--- src/inc/srp_pkg.sv ---
// Package of constants and types for the self-refresh power controller.
package srp_pkg;

  localparam int SRP_NCH = 4;
  localparam int SRP_CNT_W = 16;

  // Register byte offsets.
  localparam logic [7:0] SRP_OFF_CTRL = 8'h00;
  localparam logic [7:0] SRP_OFF_IDLE = 8'h04;
  localparam logic [7:0] SRP_OFF_USED = 8'h08;
  localparam logic [7:0] SRP_OFF_STAT = 8'h0c;
  localparam logic [7:0] SRP_OFF_TEMP = 8'h10;
  localparam logic [7:0] SRP_OFF_LINK = 8'h14;

  // Control register fields.
  localparam int SRP_CTRL_IDLE_EN = 0;
  localparam int SRP_CTRL_DLL_EN = 1;
  localparam int SRP_CTRL_PLL_EN = 2;

  // Reset values.
  localparam logic [2:0] SRP_CTRL_RST = 3'h0;
  localparam logic [SRP_CNT_W-1:0] SRP_IDLE_RST = 16'h0100;
  localparam logic [SRP_NCH-1:0] SRP_USED_RST = 4'hf;

  // Link power: bit 0 is L1 support, bit 1 is L0s support.
  localparam logic [1:0] SRP_ASPM_CAP = 2'h1;

  // Three cycles in SRP_ENTER for the DRAM to complete self-refresh entry.
  localparam logic [3:0] SRP_ENTRY_CYC = 4'h2;

  // AXI responses.
  localparam logic [1:0] SRP_RESP_OKAY = 2'h0;
  localparam logic [1:0] SRP_RESP_SLVERR = 2'h2;

  typedef enum logic [5:0] {
    SRP_RUN = 6'h01,
    SRP_ENTER = 6'h02,
    SRP_DLL_OFF = 6'h04,
    SRP_IN_SR = 6'h08,
    SRP_PLL_WAIT = 6'h10,
    SRP_EXIT = 6'h20
  } srp_state_t;

  typedef struct packed {
    logic idle_en;
    logic dll_en;
    logic pll_en;
    logic [SRP_CNT_W-1:0] idle_thr;
  } srp_cfg_t;

  typedef struct packed {
    logic cke;
    logic nop;
    logic dll_off;
    logic pll_off_req;
    logic in_sr;
    logic hold;
  } srp_chout_t;

endpackage

--- src/verilog/srp_chan.sv ---
// One channel of self-refresh sequencing with its idle counter.
`timescale 1ns/1ps
`default_nettype none
module srp_chan
  import srp_pkg::*;
(
  input wire logic aclk,
  input wire logic aresetn,
  input wire srp_cfg_t cfg,
  input wire logic used,
  input wire logic pcu_sr_req,
  input wire logic pcu_exit,
  input wire logic pkg_active,
  input wire logic access,
  input wire logic pending,
  input wire logic pll_ready,
  output srp_chout_t ch
);
  srp_state_t state_ff;
  srp_state_t nxt_state;
  logic [SRP_CNT_W-1:0] idle_ff;
  logic [3:0] wait_ff;
  logic idle_hit;

  assign idle_hit = cfg.idle_en && pkg_active && idle_ff >= cfg.idle_thr;

  always_ff @(posedge aclk) begin
    if (!aresetn || access || pending || state_ff != SRP_RUN) begin
      idle_ff <= '0;
    end else if (!idle_hit) begin
      idle_ff <= idle_ff + 1'b1;
    end
  end

  always_comb begin
    nxt_state = state_ff;
    case (state_ff)
      SRP_RUN: begin
        if (used && (pcu_sr_req || idle_hit) && !access && !pending) begin
          nxt_state = SRP_ENTER;
        end
      end
      SRP_ENTER: begin
        if (wait_ff == SRP_ENTRY_CYC) begin
          nxt_state = cfg.dll_en ? SRP_DLL_OFF : SRP_IN_SR;
        end
      end
      SRP_DLL_OFF: nxt_state = SRP_IN_SR;
      SRP_IN_SR: begin
        if (pcu_exit || access) begin
          nxt_state = cfg.pll_en ? SRP_PLL_WAIT : SRP_EXIT;
        end
      end
      SRP_PLL_WAIT: begin
        if (pll_ready) begin
          nxt_state = SRP_EXIT;
        end
      end
      SRP_EXIT: nxt_state = SRP_RUN;
      default: nxt_state = SRP_RUN;
    endcase
  end

  always_ff @(posedge aclk) begin
    if (!aresetn) begin
      state_ff <= SRP_RUN;
    end else begin
      state_ff <= nxt_state;
    end
  end

  always_ff @(posedge aclk) begin
    if (!aresetn || state_ff != SRP_ENTER) begin
      wait_ff <= '0;
    end else begin
      wait_ff <= wait_ff + 1'b1;
    end
  end

  // The DLL stays off until the channel moves to SRP_EXIT.
  always_ff @(posedge aclk) begin
    if (!aresetn) begin
      ch <= '0;
      ch.cke <= 1'b1;
    end else begin
      ch.cke <= !(nxt_state inside {SRP_ENTER, SRP_DLL_OFF, SRP_IN_SR,
                                   SRP_PLL_WAIT});
      ch.nop <= nxt_state != SRP_RUN;
      ch.dll_off <= (nxt_state inside {SRP_DLL_OFF, SRP_IN_SR,
                                      SRP_PLL_WAIT})
                    && cfg.dll_en;
      ch.pll_off_req <= nxt_state == SRP_IN_SR && cfg.pll_en;
      ch.in_sr <= nxt_state inside {SRP_DLL_OFF, SRP_IN_SR, SRP_PLL_WAIT};
      ch.hold <= nxt_state != SRP_RUN;
    end
  end

  dll_after_sr_a: assert property (@(posedge aclk) disable iff (!aresetn)
    $rose(ch.dll_off) |-> !ch.cke && $past(!ch.cke, 2))
    else $error("DLL shut down before self refresh completed");
  pll_wait_a: assert property (@(posedge aclk) disable iff (!aresetn)
    state_ff == SRP_PLL_WAIT && !pll_ready |=> ch.hold)
    else $error("Resumed before PLL ready");
  idle_clear_a: assert property (@(posedge aclk) disable iff (!aresetn)
    access |=> idle_ff == '0)
    else $error("Idle counter not cleared on access");
  idle_count_a: assert property (@(posedge aclk) disable iff (!aresetn)
    state_ff == SRP_RUN && !access && !pending && !idle_hit
    |=> idle_ff == $past(idle_ff) + 1'b1)
    else $error("Idle counter did not advance");
  no_idle_entry_a: assert property (@(posedge aclk) disable iff (!aresetn)
    state_ff == SRP_RUN && !cfg.idle_en && !pcu_sr_req
    |=> state_ff == SRP_RUN)
    else $error("Idle entry while disabled");
  pcu_entry_a: assert property (@(posedge aclk) disable iff (!aresetn)
    state_ff == SRP_RUN && used && pcu_sr_req && !access && !pending
    |=> state_ff == SRP_ENTER ##1 !ch.cke && ch.nop)
    else $error("Power control request not carried out");
  exit_a: assert property (@(posedge aclk) disable iff (!aresetn)
    state_ff == SRP_IN_SR && pcu_exit |=> state_ff != SRP_IN_SR)
    else $error("Exit message ignored");
  hold_sr_a: assert property (@(posedge aclk) disable iff (!aresetn)
    state_ff == SRP_IN_SR |=> ch.hold)
    else $error("Transaction not held in self refresh");
  sr_entry_c: cover property (@(posedge aclk) state_ff == SRP_IN_SR);
  pll_wake_c: cover property (@(posedge aclk)
    state_ff == SRP_PLL_WAIT ##1 state_ff == SRP_EXIT);
  dll_c: cover property (@(posedge aclk) state_ff == SRP_DLL_OFF);
endmodule
`default_nettype wire

--- src/verilog/srp_ctrl.sv ---
// Top of the multi-channel self-refresh power controller with AXI4-Lite.
`timescale 1ns/1ps
`default_nettype none
// Function
// - A power control unit request puts a channel's DRAMs into self refresh.
// - Each channel enters and leaves self refresh on its own.
// - In the active package state a channel may self-refresh on its own.
// - Idle-driven entry is either disabled or fires at an idle threshold.
// - The idle counter clears on any access and stays clear while busy.
// - When drained the counter counts up and entry happens at threshold.
// - Self refresh ends on an exit message or an incoming transaction.
// - Configuration bits choose whether entry also stops the DLL and PLL.
// - The master DLL is shut down only after self refresh is complete.
// - After PLL wake-up the channel waits for PLL ready before resuming.
// - Output drivers of unused signals and channels are tristated.
// - Input receivers of unused signals are disabled and inputs gated.
// - Link power management advertises and enters only L1, never L0s.
// - Sensor values 1 to 0x80 are reported as a negative offset below throttle.
// - Power-down drops clock enable with a NOP and raises it with a NOP.
module srp_ctrl
  import srp_pkg::*;
(
  input wire logic aclk,
  input wire logic aresetn,
  input wire logic [7:0] s_axi_awaddr,
  input wire logic s_axi_awvalid,
  output logic s_axi_awready,
  input wire logic [31:0] s_axi_wdata,
  input wire logic [3:0] s_axi_wstrb,
  input wire logic s_axi_wvalid,
  output logic s_axi_wready,
  output logic [1:0] s_axi_bresp,
  output logic s_axi_bvalid,
  input wire logic s_axi_bready,
  input wire logic [7:0] s_axi_araddr,
  input wire logic s_axi_arvalid,
  output logic s_axi_arready,
  output logic [31:0] s_axi_rdata,
  output logic [1:0] s_axi_rresp,
  output logic s_axi_rvalid,
  input wire logic s_axi_rready,
  input wire logic [SRP_NCH-1:0] pcu_sr_req,
  input wire logic [SRP_NCH-1:0] pcu_exit,
  input wire logic pkg_active,
  input wire logic [SRP_NCH-1:0] mem_access,
  input wire logic [SRP_NCH-1:0] mem_pending,
  input wire logic [SRP_NCH-1:0] pll_ready,
  input wire logic [7:0] die_temp_sensor,
  input wire logic [SRP_NCH-1:0] dq_in,
  output logic [SRP_NCH-1:0] dq_out,
  output logic [SRP_NCH-1:0] dq_oe,
  output logic [SRP_NCH-1:0] rx_en,
  output logic [SRP_NCH-1:0] dq_gated,
  output logic [SRP_NCH-1:0] cke,
  output logic [SRP_NCH-1:0] cmd_nop,
  output logic [SRP_NCH-1:0] dll_off,
  output logic [SRP_NCH-1:0] pll_off_req,
  output logic [SRP_NCH-1:0] sr_active,
  output logic [SRP_NCH-1:0] txn_hold,
  output logic aspm_l1_en,
  output logic aspm_l0s_en,
  output logic [7:0] temp_offset
);
  logic [2:0] ctrl_ff;
  logic [SRP_CNT_W-1:0] idle_thr_ff;
  logic [SRP_NCH-1:0] used_ff;
  logic aw_got_ff;
  logic w_got_ff;
  logic [7:0] awaddr_ff;
  logic [31:0] wdata_ff;
  logic [3:0] wstrb_ff;
  logic wr_go;
  logic [31:0] nxt_rdata;
  logic rd_ok;
  srp_cfg_t cfg;
  srp_chout_t ch [SRP_NCH];

  assign cfg.idle_en = ctrl_ff[SRP_CTRL_IDLE_EN];
  assign cfg.dll_en = ctrl_ff[SRP_CTRL_DLL_EN];
  assign cfg.pll_en = ctrl_ff[SRP_CTRL_PLL_EN];
  assign cfg.idle_thr = idle_thr_ff;

  // Write address and data are latched independently in either order.
  assign s_axi_awready = !aw_got_ff && !s_axi_bvalid;
  assign s_axi_wready = !w_got_ff && !s_axi_bvalid;
  assign wr_go = aw_got_ff && w_got_ff && !s_axi_bvalid;

  always_ff @(posedge aclk) begin
    if (!aresetn) begin
      aw_got_ff <= 1'b0;
      awaddr_ff <= '0;
    end else if (s_axi_awvalid && s_axi_awready) begin
      aw_got_ff <= 1'b1;
      awaddr_ff <= s_axi_awaddr;
    end else if (wr_go) begin
      aw_got_ff <= 1'b0;
    end
  end

  always_ff @(posedge aclk) begin
    if (!aresetn) begin
      w_got_ff <= 1'b0;
      wdata_ff <= '0;
      wstrb_ff <= '0;
    end else if (s_axi_wvalid && s_axi_wready) begin
      w_got_ff <= 1'b1;
      wdata_ff <= s_axi_wdata;
      wstrb_ff <= s_axi_wstrb;
    end else if (wr_go) begin
      w_got_ff <= 1'b0;
    end
  end

  always_ff @(posedge aclk) begin
    if (!aresetn) begin
      ctrl_ff <= SRP_CTRL_RST;
      idle_thr_ff <= SRP_IDLE_RST;
      used_ff <= SRP_USED_RST;
    end else if (wr_go) begin
      case (awaddr_ff)
        SRP_OFF_CTRL: begin
          if (wstrb_ff[0]) begin
            ctrl_ff <= wdata_ff[2:0];
          end
        end
        SRP_OFF_IDLE: begin
          if (wstrb_ff[0]) begin
            idle_thr_ff[7:0] <= wdata_ff[7:0];
          end
          if (wstrb_ff[1]) begin
            idle_thr_ff[15:8] <= wdata_ff[15:8];
          end
        end
        SRP_OFF_USED: begin
          if (wstrb_ff[0]) begin
            used_ff <= wdata_ff[SRP_NCH-1:0];
          end
        end
        default: begin
        end
      endcase
    end
  end

  always_ff @(posedge aclk) begin
    if (!aresetn) begin
      s_axi_bvalid <= 1'b0;
      s_axi_bresp <= SRP_RESP_OKAY;
    end else if (wr_go) begin
      s_axi_bvalid <= 1'b1;
      s_axi_bresp <= (awaddr_ff == SRP_OFF_CTRL || awaddr_ff == SRP_OFF_IDLE
                      || awaddr_ff == SRP_OFF_USED) ? SRP_RESP_OKAY
                                                     : SRP_RESP_SLVERR;
    end else if (s_axi_bready) begin
      s_axi_bvalid <= 1'b0;
    end
  end

  assign s_axi_arready = !s_axi_rvalid;

  always_comb begin
    nxt_rdata = '0;
    rd_ok = 1'b1;
    case (s_axi_araddr)
      SRP_OFF_CTRL: nxt_rdata[2:0] = ctrl_ff;
      SRP_OFF_IDLE: nxt_rdata[SRP_CNT_W-1:0] = idle_thr_ff;
      SRP_OFF_USED: nxt_rdata[SRP_NCH-1:0] = used_ff;
      SRP_OFF_STAT: nxt_rdata[2*SRP_NCH-1:0] = {dll_off, sr_active};
      SRP_OFF_TEMP: nxt_rdata[7:0] = temp_offset;
      SRP_OFF_LINK: nxt_rdata[1:0] = {aspm_l0s_en, aspm_l1_en};
      default: rd_ok = 1'b0;
    endcase
  end

  always_ff @(posedge aclk) begin
    if (!aresetn) begin
      s_axi_rvalid <= 1'b0;
      s_axi_rdata <= '0;
      s_axi_rresp <= SRP_RESP_OKAY;
    end else if (s_axi_arvalid && s_axi_arready) begin
      s_axi_rvalid <= 1'b1;
      s_axi_rdata <= nxt_rdata;
      s_axi_rresp <= rd_ok ? SRP_RESP_OKAY : SRP_RESP_SLVERR;
    end else if (s_axi_rready) begin
      s_axi_rvalid <= 1'b0;
    end
  end

  // One sequencer per channel keeps the channels independent.
  for (genvar i = 0; i < SRP_NCH; i++) begin : g_ch
    srp_chan u_chan (
      .aclk(aclk),
      .aresetn(aresetn),
      .cfg(cfg),
      .used(used_ff[i]),
      .pcu_sr_req(pcu_sr_req[i]),
      .pcu_exit(pcu_exit[i]),
      .pkg_active(pkg_active),
      .access(mem_access[i]),
      .pending(mem_pending[i]),
      .pll_ready(pll_ready[i]),
      .ch(ch[i])
    );
    assign cke[i] = ch[i].cke;
    assign cmd_nop[i] = ch[i].nop;
    assign dll_off[i] = ch[i].dll_off;
    assign pll_off_req[i] = ch[i].pll_off_req;
    assign sr_active[i] = ch[i].in_sr;
    assign txn_hold[i] = ch[i].hold;
  end

  // Unused channels and channels in self refresh have no live data.
  always_ff @(posedge aclk) begin
    if (!aresetn) begin
      dq_oe <= '0;
      rx_en <= '0;
      dq_gated <= '0;
      dq_out <= '0;
    end else begin
      dq_oe <= used_ff & ~sr_active;
      rx_en <= used_ff & ~sr_active;
      dq_gated <= dq_in & used_ff & ~sr_active;
      dq_out <= '0;
    end
  end

  // The sensor gives a distance below throttle; it is reported negated.
  always_ff @(posedge aclk) begin
    if (!aresetn) begin
      temp_offset <= '0;
      aspm_l1_en <= 1'b0;
      aspm_l0s_en <= 1'b0;
    end else begin
      temp_offset <= 8'(-die_temp_sensor);
      aspm_l1_en <= SRP_ASPM_CAP[0];
      aspm_l0s_en <= 1'b0;
    end
  end

  no_l0s_a: assert property (@(posedge aclk) disable iff (!aresetn)
    !aspm_l0s_en)
    else $error("L0s advertised");
  unused_tri_a: assert property (@(posedge aclk) disable iff (!aresetn)
    $fell(used_ff[3]) |=> !dq_oe[3] && !rx_en[3])
    else $error("Unused channel still driven");
  temp_neg_a: assert property (@(posedge aclk) disable iff (!aresetn)
    $past(aresetn) && $past(die_temp_sensor) != 8'h00 |-> temp_offset[7]
    || $past(die_temp_sensor) > 8'h80)
    else $error("Temperature not negative");
  wr_c: cover property (@(posedge aclk) s_axi_bvalid && s_axi_bready);
  rd_c: cover property (@(posedge aclk) s_axi_rvalid && s_axi_rready);
endmodule
`default_nettype wire

--- config.mk ---
export PLATFORM = sky130hd
export DESIGN_NAME = srp_ctrl
export DESIGN_NICKNAME = d
export VERILOG_FILES = /design/src/inc/srp_pkg.sv /design/src/verilog/srp_chan.sv /design/src/verilog/srp_ctrl.sv
export SDC_FILE = /design/constraint.sdc
export NUM_CORES = 1
export LEC_CHECK = 0
export BUFFER_PORTS_ARGS = -buffer_cell sky130_fd_sc_hd__buf_4
export CORE_MARGIN = 8
export CORE_UTILIZATION = 35
export CTS_CLUSTER_DIAMETER = 150
export CTS_CLUSTER_SIZE = 24
export DETAILED_ROUTE_END_ITERATION = 12
export GPL_TIMING_DRIVEN = 0
export PLACE_DENSITY = 0.56
export RECOVER_POWER = 25
export SYNTH_ARGS = -nofsm -noshare
export SYNTH_HDL_FRONTEND = slang
export SYNTH_SLANG_ARGS = --single-unit
--- constraint.sdc ---
create_clock -name aclk -period 2.2 [get_ports aclk]
set_clock_uncertainty 0.1 [all_clocks]
set_input_delay 0.44 -clock aclk [delete_from_list [all_inputs] [get_ports aclk]]
set_output_delay 0.44 -clock aclk [all_outputs]
set_load 0.05 [all_outputs]
==> results of run 1 <==
[cell families (layout without fill, tap and decap cells)]
logic type               after synthesis  in the layout  share of synthesized area
XOR/XNOR                              44             44                     0.0361
adder cells (fa/ha/maj)               77             77                     0.0901
buffers and inverters                128            323                     0.0586
flip-flops                           212            212                      0.397
other                                  1             23                   0.000351
multiplexers                          25             25                     0.0248
AO/OA/AOI/OAI                        267            267                      0.157
AND/OR/NAND/NOR                      520            520                      0.236
[synthesized netlist by cell type, types with 16 or more instances]
library cell,n
nand2_1,152
a21oi_1,121
ha_1,77
or3_1,16
and2_1,17
inv_1,50
nor3_1,37
nor2_1,135
buf_4,31
nand3_1,56
o31ai_1,19
o21ai_0,36
or4_1,19
dfxtp_1,212
mux2i_1,22
xnor2_1,33
clkbuf_1,32
a211oi_1,17
[sequential cells by signal, indices dropped and copies added (netlist names)]
signal	count
aw_got_ff	1
s_axi_rvalid	1
g_ch.u_chan.ch	20
used_ff	4
s_axi_bresp	1
s_axi_rresp	1
s_axi_bvalid	1
temp_offset	8
awaddr_ff	8
ctrl_ff	3
s_axi_rdata	16
wstrb_ff	2
g_ch.u_chan.state_ff	24
rx_en	4
aspm_l1_en	1
g_ch.u_chan.idle_ff	64
dq_gated	4
idle_thr_ff	16
wdata_ff	16
g_ch.u_chan.wait_ff	16
w_got_ff	1
[cell type report]
type                    instances  area (um^2)
well taps                     396          495
inverters                      50          243
repair buffers                182         1280
plain buffers                  77          498
flip-flops and latches        212         4320
clock inverters                 1         30.0
clock buffers                  13          325
fillers                      2992        16300
multi-input cells             956         6860
[power by group through the flow]
stage                     combinational, mW  clock [mW]  sequential [mW]
after floorplan                       0.463           0             4.21
after global placement                0.907           0             4.08
after detailed placement              0.913           0             4.08
after CTS                             0.930        2.56             3.99
after global routing                  0.985        2.70             3.99
final                                 0.916        2.50             3.97
[metrics by stage]
step           hold slack [ns]  instance area, um^2  setup TNS (ns)  worst slack, ns
4_1_cts                 0.0325                13700          -11.10           -0.251
5_1_grt                 0.0448                14100          -25.96           -0.381
6_report                0.0460                14100          -11.06           -0.279
2_1_floorplan            0.330                11000          -0.337          -0.0746
3_5_place_dp             0.348                12500          -62.95           -0.696
3_3_place_gp             0.345                12500          -58.04           -0.664
[path summary, 6_finish.rpt]
path                                     start                         end  slack (ns)  depth (start not counted)
worst min-delay path              s_axi_rready                s_axi_rvalid        0.05                          2
worst min register to register    awaddr_ff[7]                awaddr_ff[7]        0.36                          2
worst max register to register  idle_thr_ff[0]  g_ch[3].u_chan.idle_ff[10]       -0.28                          9
worst max-delay path            idle_thr_ff[0]  g_ch[3].u_chan.idle_ff[10]       -0.28                          9
[what timing repair did]
action                                 in CTS  in global routing
setup buffers                              32                  9
gates resized for setup                   122                110
setup endpoints to repair                 106                105
cloned                                      3                  0
hold buffers                                1                  0
endpoints found under the hold margin       1                  0
pin swaps                                  78                 50
[worst reg2reg max path, delay by kind of cell, from the launching register on]
kind | cells | cell delay (ns)
AOI/OAI and AO/OA | 5 | 0.81
adders and majority gates | 1 | 0.30
DFF | 1 | 0.41
and+or+nand+nor | 2 | 0.66
buffers and inverters | 1 | 0.17
[routing by layer]
layer,GRT usage,vias to the layer above,part of all wire
met5,0,-,0
met4,0.0474,0,0.018
met3,0.0347,35,0.056
met2,0.289,231,0.47
met1,0.221,4627,0.45
li1,-,4874,-
==> results.rst, run 1 <==
.. list-table::
   :header-rows: 1

   * - Metric
     - Value
   * - Status
     - finished, violations left
   * - Violations in the final reports
     - setup timing
   * - Highest-count cells in the layout ignoring fill and taps
     - dfxtp_1, buf_4, nand2_1
   * - Biggest area contributors in the synthesized netlist
     - dfxtp_1, ha_1, a21oi_1
   * - Congestion Overflow GR
     - 0
   * - Fin. Hold Viols
     - 0
   * - Combined global-route utilization of all metal layers
     - 0.172
   * - Power spent charging and discharging nets
     - 2.00 mW
   * - Die area
     - 36400 um^2
   * - Required time of the critical path
     - 2.52 ns
   * - Share of final-layout standard cells stronger than drive strength 1
     - 0.266
   * - Fin nets
     - 1660
   * - Number of H-tree levels
     - 1
   * - Via count normalized by instance count
     - 5.18
   * - Inserted Clock Buffers
     - 12
   * - Clock transition at the registers of the reported paths
     - 0.11 ns
   * - Endpoint type of the worst setup path
     - register
   * - Core box area
     - 30300 um^2
   * - Placement row count
     - 64
   * - Flop and latch count out of synthesis
     - 212
   * - Slew Limit Fails
     - 0
   * - Total wire length
     - 32700 um
   * - Buffer depth of the longest clock path
     - 3
   * - Switching fraction of total power
     - 0.271
   * - Worst hold-check path type
     - input port to register
   * - Area of the mapped netlist
     - 10700 um^2
   * - Maximum resistive drop on vdd
     - 0.467 mV
   * - First-pass GRT wire length
     - 51000 um
   * - Warnings from Yosys
     - 0
   * - Distinct cell type count of the synthesized netlist
     - 67
   * - Number of antenna violations at the first check in global routing
     - 0
   * - Non-filler instance count after layout
     - 1887
   * - Area leader, netlist
     - dfxtp_1
   * - Dpl cells
     - 1831
   * - Number of buffers and inverters on the critical path
     - 1
   * - Number of DRC markers after the initial detailed-route iteration
     - 573
   * - Crit path largest cell delay
     - 0.51 ns
   * - Relative contribution of sequential cells to total power
     - 0.538
   * - Slowest cell on the critical path
     - or4_4
   * - Clock network fraction of total power
     - 0.339
   * - Clk sink count
     - 212
   * - Half-perimeter wire length of the detailed placement result
     - 24000 um
   * - Final Wtd Congestion
     - 0.860
   * - Final Cycle Share
     - 1.13
   * - Clk_lat worst skew
     - 0.48 ns
   * - Type of element launching the critical path
     - register
   * - Routed wire per std cell
     - 17.3 um
   * - Final setup margin
     - -0.279 ns
   * - Buffers added on ports
     - 139
   * - Power consumption
     - 7.39 mW
   * - Cell-by-cell trace of the critical path
     - ha_1 -> nand2b_1 -> a21o_1 -> a21oi_2 -> o21ai_1 -> a21o_1 -> buf_6 -> or4_4 -> a21oi_2
   * - Remaining antenna violation count after routing
     - 0
   * - Transition at the pin with the smallest max-transition slack
     - 0.806 ns
   * - Power density normalized to cell area
     - 526 nW/um^2
   * - Root Driver
     - clkbuf_16
   * - Starting density of the core
     - 0.352
   * - Minimum clock period after layout
     - 2.48 ns
   * - Share of synthesized area occupied by flip-flops and latches
     - 0.397
   * - Routed vias
     - 9767
   * - DRC
     - 0
   * - Gate Count Post-Synth
     - 1274
   * - Pin count of the biggest net entering global routing
     - 25
   * - Synthesis-to-layout area growth
     - 31.5%
   * - Detailed Routing Iterations Pass 1
     - 5
   * - Category of the most critical setup path
     - register to register
   * - Timing-limited maximum frequency
     - 0.403 GHz
   * - Die Height
     - 191 um
   * - Most common cell after layout, fill and taps aside
     - dfxtp_1
   * - Number of top-level pins
     - 183
   * - Logic pwr share
     - 0.124
   * - Static power due to leakage
     - 5.37 nW
   * - Critical Path Fanout Max
     - 8
   * - Per-instance average area after synthesis
     - 8.39 um^2
   * - Synth async-reset ratio
     - 0
   * - Setup repair after global routing missed its margin
     - true
   * - Top delay family on crit path
     - compound AO/OA/AOI/OAI gates
   * - Worst endpoint data arrival time
     - 2.80 ns
   * - Most used flip-flop cell after synthesis
     - dfxtp_1
   * - Vias in the first global route
     - 9560
   * - Setup-violating endpoint count in the final report
     - 80
   * - Cell internal pwr
     - 5.39 mW
   * - Chip Width
     - 191 um
   * - Fraction of the core area covered by cells at the end of the flow
     - 0.463
   * - Number of antenna cells inserted
     - 0
   * - Clock tree from TritonCTS
     - built
   * - EDFF count, synth
     - 0
   * - Worst slew margin relative to its limit
     - 0.457
   * - Count of maximum capacitance violations
     - 0
   * - Area share of the leading cell type in the synthesized netlist
     - 0.397
Power figures use the tool's default switching activity.
==> run 2: changes to the inputs <==
--- a/config.mk
+++ b/config.mk
@@ -5,6 +5,7 @@
 export SDC_FILE = /design/constraint.sdc
 export NUM_CORES = 1
 export LEC_CHECK = 0
+export ABC_AREA = 1
 export BUFFER_PORTS_ARGS = -buffer_cell sky130_fd_sc_hd__buf_4
 export CORE_MARGIN = 8
 export CORE_UTILIZATION = 35
==> run 2 against run 1 <==
  * The run still ends with setup timing left
  * Cell count up 7.8%
  * Critical path type unchanged
  * Fmax rose by 7.2%
  * Non-clock buffer count decreased by 36
  * Wire length decreased by 5.0%
==> results.rst, run 2 <==
.. list-table::
   :header-rows: 1

   * - Metric
     - Value
   * - Final setup margin
     - -0.112 ns (+0.167 ns)
   * - Number of DRC markers after the initial detailed-route iteration
     - 492 (-14%)
   * - Inserted Clock Buffers
     - 12 (unchanged)
   * - Transition at the pin with the smallest max-transition slack
     - 0.779 ns (-0.0278 ns)
   * - Setup repair after global routing missed its margin
     - true
   * - Slew Limit Fails
     - 0 (unchanged)
   * - Most common cell after layout, fill and taps aside
     - nand2_1
   * - Crit path largest cell delay
     - 0.36 ns (-0.15 ns)
   * - Detailed Routing Iterations Pass 1
     - 5 (unchanged)
   * - Worst hold-check path type
     - input port to register
   * - Number of top-level pins
     - 183 (unchanged)
   * - Via count normalized by instance count
     - 4.82 (-6.9%)
   * - Remaining antenna violation count after routing
     - 0 (unchanged)
   * - Clk_lat worst skew
     - 0.48 ns (about the same)
   * - Worst slew margin relative to its limit
     - 0.481 (+0.0235)
   * - Category of the most critical setup path
     - register to register
   * - Cell repeated most along the worst path
     - nand2_1
   * - Maximum resistive drop on vdd
     - 0.714 mV (+53%)
   * - Die area
     - 36600 um^2 (+0.45%)
   * - DRC
     - 0 (unchanged)
   * - Routed wire per std cell
     - 15.3 um (-12%)
   * - Area of the mapped netlist
     - 10700 um^2 (+0.49%)
   * - Worst endpoint data arrival time
     - 2.55 ns (-0.25 ns)
   * - First-pass GRT wire length
     - 48800 um (-4.3%)
   * - Endpoint type of the worst setup path
     - register
   * - Clock tree from TritonCTS
     - built
   * - Power density normalized to cell area
     - 557 nW/um^2 (+5.9%)
   * - Fin. Hold Viols
     - 0 (unchanged)
   * - Post-route cell area
     - 13300 um^2 (-5.1%)
   * - Setup-violating endpoint count in the final report
     - 24 (-70%)
   * - Area leader, netlist
     - dfxtp_1
   * - Fin nets
     - 1807 (+8.9%)
   * - Static power due to leakage
     - 5.78 nW (+7.6%)
   * - Register with the most flip-flops
     - g_ch.u_chan.idle_ff
   * - Routed vias
     - 9798 (+0.32%)
   * - Share of final-layout standard cells stronger than drive strength 1
     - 0.211 (-0.0550)
   * - Final Cycle Share
     - 1.05 (-0.0761)
   * - Half-perimeter wire length of the detailed placement result
     - 24700 um (+2.7%)
   * - Buffer depth of the longest clock path
     - 3 (unchanged)
   * - Library cell with the highest instance count after synthesis
     - nand2_1
   * - Combined global-route utilization of all metal layers
     - 0.166 (-0.00617)
   * - Beginning of the worst hold path
     - die_temp_sensor[6]
   * - Top delay family on crit path
     - buffers and inverters
   * - Congestion Overflow GR
     - 0 (unchanged)
   * - Timing-limited maximum frequency
     - 0.433 GHz (+7.2%)
   * - Area share of the leading cell type in the synthesized netlist
     - 0.395 (-0.00194)
   * - Final Wtd Congestion
     - 0.862 (+0.29%)
   * - Slowest cell on the critical path
     - dfxtp_2
   * - Per-instance average area after synthesis
     - 7.47 um^2 (-11%)
   * - Setup_tns
     - -0.987 ns (+10.08 ns)
   * - Share of synthesized area occupied by flip-flops and latches
     - 0.395 (-0.00194)
   * - Gate Count Post-Synth
     - 1438 (+13%)
   * - Highest-count cells in the layout ignoring fill and taps
     - nand2_1, dfxtp_1, inv_1
   * - Starting density of the core
     - 0.353 (+0.000800)
   * - Flip-flop count of the largest register after layout
     - 64 (unchanged)
   * - Biggest area contributors in the synthesized netlist
     - dfxtp_1, nand2_1, ha_1
   * - Critical Path Fanout Max
     - 6 (-2)
   * - Violations in the final reports
     - setup timing
   * - Total cell area at the placement stage
     - 12400 um^2 (-1.3%)
   * - Most used flip-flop cell after synthesis
     - dfxtp_1
   * - Root Driver
     - clkbuf_16
   * - Vias in the first global route
     - 9504 (-0.59%)
   * - Die Height
     - 191 um (+0.23%)
   * - Count of maximum capacitance violations
     - 0 (unchanged)
   * - Required time of the critical path
     - 2.44 ns (-0.08 ns)
   * - Placement row count
     - 64 (unchanged)
   * - Core box area
     - 30400 um^2 (+0.26%)
   * - Synth async-reset ratio
     - 0 (unchanged)
   * - Number of antenna cells inserted
     - 0 (unchanged)
   * - Synth cell count leaders
     - nand2_1, dfxtp_1, inv_1
   * - Largest registers ranked by flip-flop count
     - g_ch.u_chan.idle_ff x64, g_ch.u_chan.state_ff x24, g_ch.u_chan.ch x20
   * - Worst reg2reg startpoint
     - idle_thr_ff[7]
   * - Total wire length
     - 31100 um (-5.0%)
   * - Number of H-tree levels
     - 1 (unchanged)
   * - Critical path origin
     - idle_thr_ff[7]
   * - Minimum clock period after layout
     - 2.31 ns (-0.167 ns)
   * - Buffers added on ports
     - 141 (+1.4%)
   * - Chip Width
     - 191 um (+0.23%)
   * - Flop and latch count out of synthesis
     - 212 (unchanged)
   * - Number of buffers and inverters on the critical path
     - 7 (+6)
   * - Clock transition at the registers of the reported paths
     - 0.10 ns (about the same)
   * - Pin count of the biggest net entering global routing
     - 25 (unchanged)
   * - Synthesis-to-layout area growth
     - 24.2%
   * - EDFF count, synth
     - 0 (unchanged)
   * - Clk sink count
     - 212 (unchanged)
   * - Cell-by-cell trace of the critical path
     - clkinvlp_4 -> buf_12 -> ha_4 -> nand2_4 -> inv_2 -> nand2_1 -> nand2_1 -> a21oi_2 -> nand2_1 -> nand2_1 -> nand2_1 -> nand2_2 -> buf_8 -> buf_12 -> clkinv_8 -> o21ai_4 -> o21ai_2 -> inv_1 -> nor2_1
   * - Number of antenna violations at the first check in global routing
     - 0 (unchanged)
   * - Distinct cell type count of the synthesized netlist
     - 57 (-15%)
   * - Number of buffers inserted for hold repair after clock tree synthesis
     - 0 (-1)
   * - Warnings from Yosys
     - 0 (unchanged)
   * - Type of element launching the critical path
     - register
   * - Status
     - finished, violations left
-- run 2: layer usage --
layer | GRT usage | vias to the layer above | part of all wire
li1 | - | 5058 | -
met1 | 0.208 | 4459 | 0.45
met2 | 0.284 | 226 | 0.46
met3 | 0.0283 | 55 | 0.048
met4 | 0.0557 | 0 | 0.034
met5 | 0 | - | 0
-- run 2: where the power goes --
| part | switching [mW] | leakage [nW] | internal, mW |
|---|---|---|---|
| clock | 1.29 | 0.174 | 1.18 |
| combinational | 0.643 | 3.87 | 0.313 |
| sequential | 0.0708 | 1.73 | 3.94 |
| total | 2.00 | 5.78 | 5.43 |
-- run 2: cell families (layout without fill, tap and decap cells) --
logic type	after synthesis	in the layout	synth area share
other	1	23	0.000349
DFF	212	212	0.395
and+or+nand+nor	598	598	0.256
adders and majority gates	77	77	0.0897
AOI/OAI and AO/OA	277	277	0.143
buffers and inverters	264	442	0.108
xor gates and xnor gates	9	9	0.00734
-- run 2: worst register-to-register path: stages, from the launching register on --
cell        delay, ns
dfxtp_2          0.36
clkinvlp_4       0.09
buf_12           0.15
ha_4             0.23
nand2_4          0.08
inv_2            0.03
nand2_1          0.04
nand2_1          0.06
a21oi_2          0.10
nand2_1          0.07
nand2_1          0.06
nand2_1          0.06
nand2_2          0.11
buf_8            0.15
buf_12           0.12
clkinv_8         0.05
o21ai_4          0.15
o21ai_2          0.08
inv_1            0.05
nor2_1           0.04
-- run 2: timing repair --
| action | 4_1_cts | 5_1_grt |
|---|---|---|
| gates cloned | 1 | 0 |
| endpoints found under the setup margin | 56 | 68 |
| gates resized for setup | 71 | 81 |
| pin swaps | 34 | 21 |
| setup buffers | 10 | 12 |
-- run 2: final timing paths --
path	to	slack (ns)	cells after the start
worst min register to register	idle_thr_ff[7]	0.35	2
worst max register to register	g_ch[3].u_chan.state_ff[1]	-0.11	19
worst max-delay path	g_ch[3].u_chan.state_ff[1]	-0.11	19
worst min-delay path	temp_offset[6]	0.04	2
-- run 2: area by class of cell --
type | count | area (um^2)
tap | 396 | 495
clock inverter | 1 | 30.0
multi-input combinational | 984 | 5800
sequential | 212 | 4260
timing repair buffer | 164 | 1230
buffer | 59 | 393
fill | 3142 | 17100
clock buffer | 13 | 325
inverter | 205 | 803
-- run 2: per-stage QoR --
| step | setup slack (ns) | util | hold slack, ns | power [mW] | cells |
|---|---|---|---|---|---|
| 6_report | -0.112 | 0.438 | 0.0426 | 7.43 | 2034 |
| 5_1_grt | -0.264 | 0.438 | 0.0325 | 7.74 | 2034 |
| 4_1_cts | -0.0756 | 0.429 | 0.00455 | 7.54 | 2022 |
| 3_5_place_dp | -0.322 | 0.407 | 0.347 | 5.05 | 1997 |
| 3_3_place_gp | -0.269 | 0.407 | 0.346 | 5.05 | 1997 |
| 2_1_floorplan | 0.112 | - | 0.330 | 4.71 | 1460 |
